[src/pkg/lpddr_cmd_pkg.sv]
package lpddr_cmd_pkg;
  // Core clock rate, used to turn times into cycle counts
  localparam int CLK_MHZ = 250;
  localparam int NBANKS = 4;
  localparam int BANK_W = 2;
  localparam int ADDR_W = 13;
  localparam int ROW_W = 13;
  localparam int AP_BIT = 10;
  localparam int DQ_W = 16;
  localparam int NBYTES = 2;
  localparam int CNT_W = 8;

  // Wait times in ns plus the burst length; plain defaults, tune per speed grade
  localparam int PRECHARGE_TIME_NS = 18;
  localparam int REFRESH_CYCLE_TIME_NS = 72;
  localparam int MODE_LOAD_WAIT_NS = 10;
  localparam int BURST_LEN = 4;

  // Least times round up to whole cycles
  localparam int PRE_CYC_DEF = (PRECHARGE_TIME_NS * CLK_MHZ + 999) / 1000;
  localparam int REF_CYC_DEF =
    (REFRESH_CYCLE_TIME_NS * CLK_MHZ + 999) / 1000;
  localparam int MRD_CYC_DEF = (MODE_LOAD_WAIT_NS * CLK_MHZ + 999) / 1000;
  localparam int BURST_CYC_DEF = BURST_LEN / 2;

  // Row, column and write strobe encodings with chip select low
  localparam logic [2:0] ENC_NOP = 3'h7;
  localparam logic [2:0] ENC_ACT = 3'h3;
  localparam logic [2:0] ENC_RD = 3'h5;
  localparam logic [2:0] ENC_WR = 3'h4;
  localparam logic [2:0] ENC_BST = 3'h6;
  localparam logic [2:0] ENC_PRE = 3'h2;
  localparam logic [2:0] ENC_REF = 3'h1;
  localparam logic [2:0] ENC_LMR = 3'h0;

  typedef enum logic [3:0] {
    CMD_NONE = 4'h0, CMD_ACT = 4'h1, CMD_RD = 4'h2, CMD_WR = 4'h3,
    CMD_PRE = 4'h4, CMD_PREA = 4'h5, CMD_BST = 4'h6, CMD_REF = 4'h7,
    CMD_SREF = 4'h8, CMD_DEEP_SLEEP = 4'h9, CMD_LMR = 4'hA
  } cmd_t;

  typedef enum logic [1:0] {
    MODE_RUN = 2'b00, MODE_SELF_REFRESH = 2'b01, MODE_DEEP_SLEEP = 2'b10
  } dev_mode_t;

  typedef enum logic [1:0] {
    BANK_IDLE = 2'b00, BANK_OPEN = 2'b01,
    BANK_AP_BURST = 2'b10, BANK_PRECHARGING = 2'b11
  } bank_state_t;

  typedef struct packed {
    logic cs_n;
    logic ras_n;
    logic cas_n;
    logic we_n;
    logic cke;
    logic [BANK_W-1:0] bank_select;
    logic [ADDR_W-1:0] addr;
    logic [DQ_W-1:0] wr_data;
    logic [NBYTES-1:0] byte_write_mask;
  } cmd_pins_t;

  typedef struct packed {
    logic [BANK_W-1:0] bank;
    logic [ADDR_W-1:0] addr;
    logic auto_pre;
  } access_t;

  localparam cmd_pins_t PINS_IDLE = '{cs_n: 1'b1, ras_n: 1'b1,
    cas_n: 1'b1, we_n: 1'b1, cke: 1'b1, bank_select: '0, addr: '0,
    wr_data: '0, byte_write_mask: '1};
endpackage : lpddr_cmd_pkg

[src/rtl/lpddr_command_decoder.sv]
`timescale 1ns/1ns
module lpddr_command_decoder #(
  parameter int PRE_CYC = lpddr_cmd_pkg::PRE_CYC_DEF,
  parameter int REF_CYC = lpddr_cmd_pkg::REF_CYC_DEF,
  parameter int MRD_CYC = lpddr_cmd_pkg::MRD_CYC_DEF,
  parameter int BURST_CYC = lpddr_cmd_pkg::BURST_CYC_DEF
) (
  input wire logic core_clk,
  input wire logic resetn,
  input wire lpddr_cmd_pkg::cmd_pins_t pins,
  output lpddr_cmd_pkg::cmd_t cmd_ff,
  output lpddr_cmd_pkg::access_t access_ff,
  output logic [lpddr_cmd_pkg::NBANKS-1:0] row_open_ff,
  output logic all_idle_ff,
  output logic read_burst_ff,
  output logic [lpddr_cmd_pkg::BANK_W-1:0] read_bank_ff,
  output logic refresh_busy_ff,
  output logic [lpddr_cmd_pkg::ROW_W-1:0] refresh_row_ff,
  output logic mode_load_ff,
  output logic [lpddr_cmd_pkg::BANK_W-1:0] mode_sel_ff,
  output logic [lpddr_cmd_pkg::ADDR_W-1:0] mode_opcode_ff,
  output logic mode_busy_ff,
  output lpddr_cmd_pkg::dev_mode_t device_mode_ff,
  output logic array_powered_ff,
  output logic arr_wr_en_ff,
  output logic [lpddr_cmd_pkg::BANK_W-1:0] arr_wr_bank_ff,
  output logic [lpddr_cmd_pkg::DQ_W-1:0] arr_wr_data_ff,
  output logic [lpddr_cmd_pkg::NBYTES-1:0] arr_byte_en_ff
);
  import lpddr_cmd_pkg::*;

  cmd_pins_t s1_ff;
  cmd_pins_t s2_ff;
  cmd_t nxt_cmd;
  logic [CNT_W-1:0] ref_cnt_ff;
  logic [CNT_W-1:0] mrd_cnt_ff;
  logic [CNT_W-1:0] rd_cnt_ff;
  logic [CNT_W-1:0] wr_cnt_ff;
  logic [BANK_W-1:0] wr_bank_ff;
  logic [ROW_W-1:0] ref_ctr_ff;
  logic [NBANKS-1:0] bank_open;
  logic [NBANKS-1:0] bank_idle;
  logic [NBYTES-1:0] nxt_byte_en;
  logic [CNT_W-1:0] ref_len_ff;

  // Pins come from outside the clock domain: two flops first
  always_ff @(posedge core_clk) begin
    if (!resetn) begin
      s1_ff <= PINS_IDLE;
      s2_ff <= PINS_IDLE;
    end else begin
      s1_ff <= pins;
      s2_ff <= s1_ff;
    end
  end

  // Command decode; in either sleep mode nothing is decoded
  always_comb begin
    nxt_cmd = CMD_NONE;
    if (device_mode_ff == MODE_RUN && !s2_ff.cs_n) begin
      unique case ({s2_ff.ras_n, s2_ff.cas_n, s2_ff.we_n})
        ENC_NOP: nxt_cmd = CMD_NONE;
        ENC_ACT: nxt_cmd = CMD_ACT;
        ENC_RD: nxt_cmd = CMD_RD;
        ENC_WR: nxt_cmd = CMD_WR;
        ENC_BST: begin
          nxt_cmd = s2_ff.cke ? CMD_BST : CMD_DEEP_SLEEP;
        end
        ENC_PRE: begin
          nxt_cmd = s2_ff.addr[AP_BIT] ? CMD_PREA : CMD_PRE;
        end
        ENC_REF: begin
          nxt_cmd = s2_ff.cke ? CMD_REF : CMD_SREF;
        end
        ENC_LMR: nxt_cmd = CMD_LMR;
      endcase
    end
  end

  // Registered command pulse with its bank and address
  always_ff @(posedge core_clk) begin
    if (!resetn) begin
      cmd_ff <= CMD_NONE;
      access_ff <= '0;
    end else begin
      cmd_ff <= nxt_cmd;
      access_ff.bank <= s2_ff.bank_select;
      access_ff.addr <= s2_ff.addr;
      access_ff.auto_pre <= s2_ff.addr[AP_BIT];
    end
  end

  // One tracker per bank; the bank is steered from the registered command
  for (genvar b = 0; b < NBANKS; b++) begin : g_bank
    logic hit;
    assign hit = (access_ff.bank == BANK_W'(b));
    lpddr_bank_tracker #(
      .PRE_CYC(PRE_CYC),
      .BURST_CYC(BURST_CYC)
    ) u_bank (
      .core_clk(core_clk),
      .resetn(resetn),
      .act(cmd_ff == CMD_ACT && hit),
      .access_go((cmd_ff == CMD_RD || cmd_ff == CMD_WR) && hit),
      .auto_pre(access_ff.auto_pre),
      .pre(cmd_ff == CMD_PREA || (cmd_ff == CMD_PRE && hit)),
      .row(access_ff.addr),
      .row_open(bank_open[b]),
      .idle(bank_idle[b]),
      .open_row()
    );
  end

  // Bank status to the outside, plus the all-idle summary
  always_ff @(posedge core_clk) begin
    if (!resetn) begin
      row_open_ff <= '0;
      all_idle_ff <= 1'b1;
    end else begin
      row_open_ff <= bank_open;
      all_idle_ff <= (&bank_idle) && !refresh_busy_ff &&
        !mode_busy_ff;
    end
  end

  // Read burst tracker; burst stop cuts only the latest read
  always_ff @(posedge core_clk) begin
    if (!resetn) begin
      rd_cnt_ff <= '0;
      read_burst_ff <= 1'b0;
      read_bank_ff <= '0;
    end else if (nxt_cmd == CMD_RD) begin
      rd_cnt_ff <= CNT_W'(BURST_CYC - 1);
      read_burst_ff <= 1'b1;
      read_bank_ff <= s2_ff.bank_select;
    end else if (nxt_cmd == CMD_BST) begin
      // Bank tracker is left alone so the page stays open
      rd_cnt_ff <= '0;
      read_burst_ff <= 1'b0;
    end else if (rd_cnt_ff != '0) begin
      rd_cnt_ff <= rd_cnt_ff - 1'b1;
    end else begin
      read_burst_ff <= 1'b0;
    end
  end

  // Write burst beats follow the command by one cycle
  always_ff @(posedge core_clk) begin
    if (!resetn) begin
      wr_cnt_ff <= '0;
      wr_bank_ff <= '0;
    end else if (nxt_cmd == CMD_WR) begin
      wr_cnt_ff <= CNT_W'(BURST_CYC);
      wr_bank_ff <= s2_ff.bank_select;
    end else if (wr_cnt_ff != '0) begin
      wr_cnt_ff <= wr_cnt_ff - 1'b1;
    end
  end

  // Per-byte enable is the inverse of its mask
  for (genvar g = 0; g < NBYTES; g++) begin : g_mask
    assign nxt_byte_en[g] = ~s2_ff.byte_write_mask[g];
  end

  // Array write port; a masked byte keeps its old content
  always_ff @(posedge core_clk) begin
    if (!resetn) begin
      arr_wr_en_ff <= 1'b0;
      arr_wr_bank_ff <= '0;
      arr_wr_data_ff <= '0;
      arr_byte_en_ff <= '0;
    end else begin
      arr_wr_en_ff <= (wr_cnt_ff != '0) && array_powered_ff;
      arr_wr_bank_ff <= wr_bank_ff;
      arr_wr_data_ff <= s2_ff.wr_data;
      arr_byte_en_ff <= nxt_byte_en;
    end
  end

  // Auto refresh timer: busy for exactly the refresh cycle time
  always_ff @(posedge core_clk) begin
    if (!resetn) begin
      ref_cnt_ff <= '0;
      refresh_busy_ff <= 1'b0;
    end else if (nxt_cmd == CMD_REF) begin
      ref_cnt_ff <= CNT_W'(REF_CYC - 1);
      refresh_busy_ff <= 1'b1;
    end else if (ref_cnt_ff != '0) begin
      ref_cnt_ff <= ref_cnt_ff - 1'b1;
    end else begin
      refresh_busy_ff <= 1'b0;
    end
  end

  // Internal refresh row counter; address pins play no part
  always_ff @(posedge core_clk) begin
    if (!resetn) begin
      ref_ctr_ff <= '0;
      refresh_row_ff <= '0;
    end else if (nxt_cmd == CMD_REF) begin
      refresh_row_ff <= ref_ctr_ff;
      ref_ctr_ff <= ref_ctr_ff + 1'b1;
    end
  end

  // Mode register load: one pulse, then the load wait
  always_ff @(posedge core_clk) begin
    if (!resetn) begin
      mode_load_ff <= 1'b0;
      mode_sel_ff <= '0;
      mode_opcode_ff <= '0;
    end else begin
      mode_load_ff <= (nxt_cmd == CMD_LMR);
      if (nxt_cmd == CMD_LMR) begin
        mode_sel_ff <= s2_ff.bank_select;
        mode_opcode_ff <= s2_ff.addr;
      end
    end
  end

  // Load wait timer; the controller is trusted to send no-ops meanwhile
  always_ff @(posedge core_clk) begin
    if (!resetn) begin
      mrd_cnt_ff <= '0;
      mode_busy_ff <= 1'b0;
    end else if (nxt_cmd == CMD_LMR) begin
      mrd_cnt_ff <= CNT_W'(MRD_CYC - 1);
      mode_busy_ff <= 1'b1;
    end else if (mrd_cnt_ff != '0) begin
      mrd_cnt_ff <= mrd_cnt_ff - 1'b1;
    end else begin
      mode_busy_ff <= 1'b0;
    end
  end

  // Power modes; only clock enable is watched while asleep
  always_ff @(posedge core_clk) begin
    if (!resetn) begin
      device_mode_ff <= MODE_RUN;
    end else begin
      unique case (device_mode_ff)
        MODE_RUN: begin
          if (nxt_cmd == CMD_SREF) begin
            device_mode_ff <= MODE_SELF_REFRESH;
          end else if (nxt_cmd == CMD_DEEP_SLEEP) begin
            device_mode_ff <= MODE_DEEP_SLEEP;
          end
        end
        MODE_SELF_REFRESH: begin
          if (s2_ff.cke) begin
            device_mode_ff <= MODE_RUN;
          end
        end
        MODE_DEEP_SLEEP: begin
          if (s2_ff.cke) begin
            device_mode_ff <= MODE_RUN;
          end
        end
        default: device_mode_ff <= MODE_RUN;
      endcase
    end
  end

  // Array power drops in deep sleep; content is then undefined
  always_ff @(posedge core_clk) begin
    if (!resetn) begin
      array_powered_ff <= 1'b1;
    end else if (nxt_cmd == CMD_DEEP_SLEEP) begin
      array_powered_ff <= 1'b0;
    end else if (device_mode_ff == MODE_DEEP_SLEEP && s2_ff.cke) begin
      array_powered_ff <= 1'b1;
    end
  end

  // Helper: length of the refresh busy window
  always_ff @(posedge core_clk) begin
    if (!resetn) begin
      ref_len_ff <= '0;
    end else begin
      ref_len_ff <= refresh_busy_ff ? ref_len_ff + 1'b1 : '0;
    end
  end
endmodule : lpddr_command_decoder

[src/rtl/lpddr_bank_tracker.sv]
`timescale 1ns/1ns
module lpddr_bank_tracker #(
  parameter int PRE_CYC = lpddr_cmd_pkg::PRE_CYC_DEF,
  parameter int BURST_CYC = lpddr_cmd_pkg::BURST_CYC_DEF
) (
  input wire logic core_clk,
  input wire logic resetn,
  input wire logic act,
  input wire logic access_go,
  input wire logic auto_pre,
  input wire logic pre,
  input wire logic [lpddr_cmd_pkg::ROW_W-1:0] row,
  output logic row_open,
  output logic idle,
  output logic [lpddr_cmd_pkg::ROW_W-1:0] open_row
);
  import lpddr_cmd_pkg::*;

  bank_state_t state_ff;
  logic [CNT_W-1:0] cnt_ff;
  logic [ROW_W-1:0] row_ff;
  logic [CNT_W-1:0] pre_len_ff;

  // Bank life: open, optional auto precharge after burst, precharge
  always_ff @(posedge core_clk) begin
    if (!resetn) begin
      state_ff <= BANK_IDLE;
      cnt_ff <= '0;
    end else begin
      unique case (state_ff)
        BANK_IDLE: begin
          if (act) begin
            state_ff <= BANK_OPEN;
          end
        end
        BANK_OPEN: begin
          if (pre) begin
            state_ff <= BANK_PRECHARGING;
            cnt_ff <= CNT_W'(PRE_CYC - 1);
          end else if (access_go && auto_pre) begin
            state_ff <= BANK_AP_BURST;
            cnt_ff <= CNT_W'(BURST_CYC - 1);
          end
        end
        BANK_AP_BURST: begin
          // Burst end starts the self-timed precharge
          if (cnt_ff == '0) begin
            state_ff <= BANK_PRECHARGING;
            cnt_ff <= CNT_W'(PRE_CYC - 1);
          end else begin
            cnt_ff <= cnt_ff - 1'b1;
          end
        end
        BANK_PRECHARGING: begin
          if (cnt_ff == '0) begin
            state_ff <= BANK_IDLE;
          end else begin
            cnt_ff <= cnt_ff - 1'b1;
          end
        end
      endcase
    end
  end

  // Row latched only when the bank opens
  always_ff @(posedge core_clk) begin
    if (!resetn) begin
      row_ff <= '0;
    end else if (state_ff == BANK_IDLE && act) begin
      row_ff <= row;
    end
  end

  assign row_open = (state_ff == BANK_OPEN);
  assign idle = (state_ff == BANK_IDLE);
  assign open_row = row_ff;

  // Helper: length of the precharge phase
  always_ff @(posedge core_clk) begin
    if (!resetn) begin
      pre_len_ff <= '0;
    end else begin
      pre_len_ff <= (state_ff == BANK_PRECHARGING) ?
        pre_len_ff + 1'b1 : '0;
    end
  end
endmodule : lpddr_bank_tracker

[config.mk]
export PLATFORM = sky130hd
export DESIGN_NAME = lpddr_command_decoder
export DESIGN_NICKNAME = d
export VERILOG_FILES = /design/src/pkg/lpddr_cmd_pkg.sv /design/src/rtl/lpddr_command_decoder.sv /design/src/rtl/lpddr_bank_tracker.sv
export SDC_FILE = /design/constraint.sdc
export NUM_CORES = 1
export LEC_CHECK = 0
export ABC_AREA = 1
export BUFFER_PORTS_ARGS = -buffer_cell sky130_fd_sc_hd__buf_4
export CAP_MARGIN = 25
export CELL_PAD_IN_SITES_DETAIL_PLACEMENT = 1
export CELL_PAD_IN_SITES_GLOBAL_PLACEMENT = 1
export CORE_UTILIZATION = 30
export CTS_BUF_LIST = sky130_fd_sc_hd__clkbuf_2
export CTS_CLUSTER_SIZE = 16
export DETAILED_ROUTE_END_ITERATION = 8
export PLACE_DENSITY = 0.71
export SLEW_MARGIN = 30
export SYNTH_ARGS = -nofsm -noshare
export SYNTH_HDL_FRONTEND = slang
export SYNTH_SLANG_ARGS = --single-unit
[constraint.sdc]
create_clock -name core_clk -period 2 [get_ports core_clk]
set_input_delay 0.3 -clock core_clk [delete_from_list [all_inputs] [get_ports core_clk]]
set_output_delay 0.3 -clock core_clk [all_outputs]
set_load 0.005 [all_outputs]
==> flow_summary.yaml <==
status:
  status: "complete, no violations"
synthesis:
  synth_cell_types: 35
  netlist_top_cells_area: "dfxtp_1 (47%), nand2_1 (14%), inv_1 (7.8%)"
  ys_warn_count: 0
  synth_top_area_frac: 0.4706
  synth-seq-cells: 245
  syn_area_um2: 10420
  postSynth.asyncResetShare: 0
  synthTopCellsByCount: "nand2_1 (381), dfxtp_1 (245), inv_1 (216)"
  syn_avg_cell_area_um2: 7.397
  syn-num-nets: 1486
  synthFlopType: "dfxtp_1"
  synth_edf_count: 0
  synth_most_common_cell: "nand2_1"
  netlist_instances: 1409
  yosysTopAreaCell: "dfxtp_1"
  ys_seq_area_frac: 0.4706
place:
  port_buffers: 122
  dpl_cell_area_um2: 11920
  dp_cells: 1966
  dp_hpwl_um: 19160
  gp_congestion: 0.8003
clock_tree:
  cts_made_buffers: 70
  path_clk_slew_ns: 0.10
  cts.sinks: 245
  worstSkewPairLatency_ns: 0.81
  clk_path_buf_depth: 3
  clockRootBuffer: "clkbuf_2"
  cts_tree: "built"
  cts_max_level: 3
  post-cts-setup-buffer-count: 0
die:
  initial_core_util: 0.3077
  die-area_um2: 35490
  core_um2: 33870
  die_y_um: 188.4
  die_w_um: 188.4
  ios: 123
  rows: 67
timing:
  relSlewSlack: 0.6801
  timing.fmax_mhz: 549.4
  fin_skew_ns: 0.02773
  finalCritPeriodShare: 0.9101
  drv_slew: 0
  worstMarginPinSlew_ns: 0.4792
  holdWs_ns: 0.2245
  hold_viol: 0
  min_period_ns: 1.820
  fin_tns_setup_ns: 0
  setup_viol: 0
critical_path:
  criticalPathCategory: "flop to output pin"
  critPathMaxFanout: 7
  critical_path.top_delay_family: "flip-flops"
  crit_path_max_incr_delay_ns: 0.54
  rr_worst_depth: 13
  ff2ff_setup_slack_ns: 0.19
  cp_num_buf_inv: 1
  r2r-end: "mrd_cnt_ff[6]"
  cpMaxStageDelayCell: "dfxtp_1"
  cp-start-kind: "flop"
  reg2reg_from: "device_mode_ff[0]"
  arrival_ns: 1.52
  critPathRequiredTime_ns: 1.70
  cp-end-kind: "output pin"
  path_cells: "buf_4"
pwr:
  p_leak_nw: 6.668
  irDropWorstVdd_mv: 0.4476
  powerDensity_nw_per_um2: 1107
hold_path:
  hp-class: "input port to flop"
  hold_end: "s1_ff[37]"
  min_from: "pins[37]"
  hold_depth: 3
final_layout:
  fin_area_um2: 13160
  stdcell_count: 2143
  finalNetCount: 1719
  area_growth_pct: 26.25
  drive_gt1_frac: 0.1766
detailed_routing:
  wl_per_cell_um: 13.23
  vias: 9491
  viasPerCell: 4.429
  first_pass_iters: 4
  drtIter0Drc: 382
  drc_errors: 0
  ant_nets: 0
  wl_um: 28360
global_routing:
  grt_first_pass_wirelength_um: 48110
  grt_pass1_vias: 10210
  grt_max_degree: 81
  track_usage: 0.1641
  antenna_found_initial: 1
  overflow: 0
job:
  cap_violations: 0
[how the worst max path moves through the flow]
stage | slack (ns) | cells past startpoint | end | start
after detailed placement | 0.06 | 14 | mode_opcode_ff[0] | device_mode_ff[0]
after floorplan | 0.29 | 14 | mode_opcode_ff[10] | device_mode_ff[0]
after global placement | 0.14 | 14 | mode_opcode_ff[5] | device_mode_ff[0]
final | 0.18 | 1 | cmd_ff[0] | cmd_ff[0]
after CTS | 0.05 | 14 | mode_opcode_ff[0] | device_mode_ff[0]
after global routing | -0.004 | 14 | mode_opcode_ff[4] | device_mode_ff[0]
[worst reg2reg max path, delay by kind of cell (launching register included)]
family / cells / cell delay, ns
DFF: 1 / 0.33
and+or+nand+nor: 8 / 0.88
buffers and inverters: 4 / 0.29
adders and majority gates: 1 / 0.20
[placed cells by master, fill, tap and decap left out, drive strengths merged]
cell type,n
nand2,387
dfxtp,245
inv,225
buf,145
nor2,129
nand3,119
clkbuf,98
a21oi,81
dlygate4sd3,53
ha,37
o21ai,34
xor2,32
nand4,26
clkinv,22
or2,16
nor3,15
xnor2,9
nand3b,5
o31ai,3
o22ai,3
bufinv,3
diode,2
mux2,2
nor3b,2
a31oi,1
o211ai,1
[logic make-up after synthesis]
family / after synthesis / synth area share
and+or+nand+nor: 699 / 0.2878
buffers and inverters: 262 / 0.09976
DFF: 245 / 0.4706
AOI/OAI and AO/OA: 123 / 0.06086
xor gates and xnor gates: 41 / 0.03445
adders and majority gates: 37 / 0.04442
muxes: 2 / 0.002161
[state kept, by name, summed over array words and instances (netlist names), 4 cells and up]
| signal | count |
|---|---|
| access_ff | 15 |
| arr_wr_data_ff | 16 |
| cmd_ff | 4 |
| g_bank.u_bank.cnt_ff | 32 |
| g_bank.u_bank.state_ff | 8 |
| mode_opcode_ff | 13 |
| mrd_cnt_ff | 8 |
| rd_cnt_ff | 8 |
| ref_cnt_ff | 8 |
| ref_ctr_ff | 13 |
| refresh_row_ff | 13 |
| row_open_ff | 4 |
| s1_ff | 38 |
| s2_ff | 38 |
| wr_cnt_ff | 8 |
[power by group]
part	internal, mW	switching [mW]
Clock	1.72	2.16
Combinational	1.88	3.01
Sequential	5.42	0.386
[metrics by stage]
step / power (mW) / setup slack (ns) / util
after floorplan: 9.284 / 0.2900 / -
after global placement: 10.49 / 0.1442 / 0.3521
after detailed placement: 10.74 / 0.06033 / 0.3521
after CTS: 14.84 / 0.05263 / 0.3877
after global routing: 15.88 / -0.003911 / 0.3885
final: 14.57 / 0.1798 / 0.3885
[final cells by class]
type	count	area, um2
timing repair buffer	198	1660
antenna	2	5.005
tap	448	560.5
clock buffer	98	490.5
fill	4268	20710
clock inverter	25	183.9
sequential	245	4907
multi-input combinational	902	4501
inverter	225	850.8
[layer usage]
metal,vias up,GRT usage,share of wire
met4,0,0.06110,0.021
met5,-,0,0
li1,4872,-,-
met2,143,0.2978,0.50
met1,4425,0.1842,0.44
met3,51,0.04023,0.040
[what timing repair did]
item                       4_1_cts  5_1_grt
gates resized for setup          0       12
hold buffers                    53        0
setup endpoints to repair        0       47
hold endpoints to repair        98        0
No activity file was read; power rests on OpenSTA's default activity.
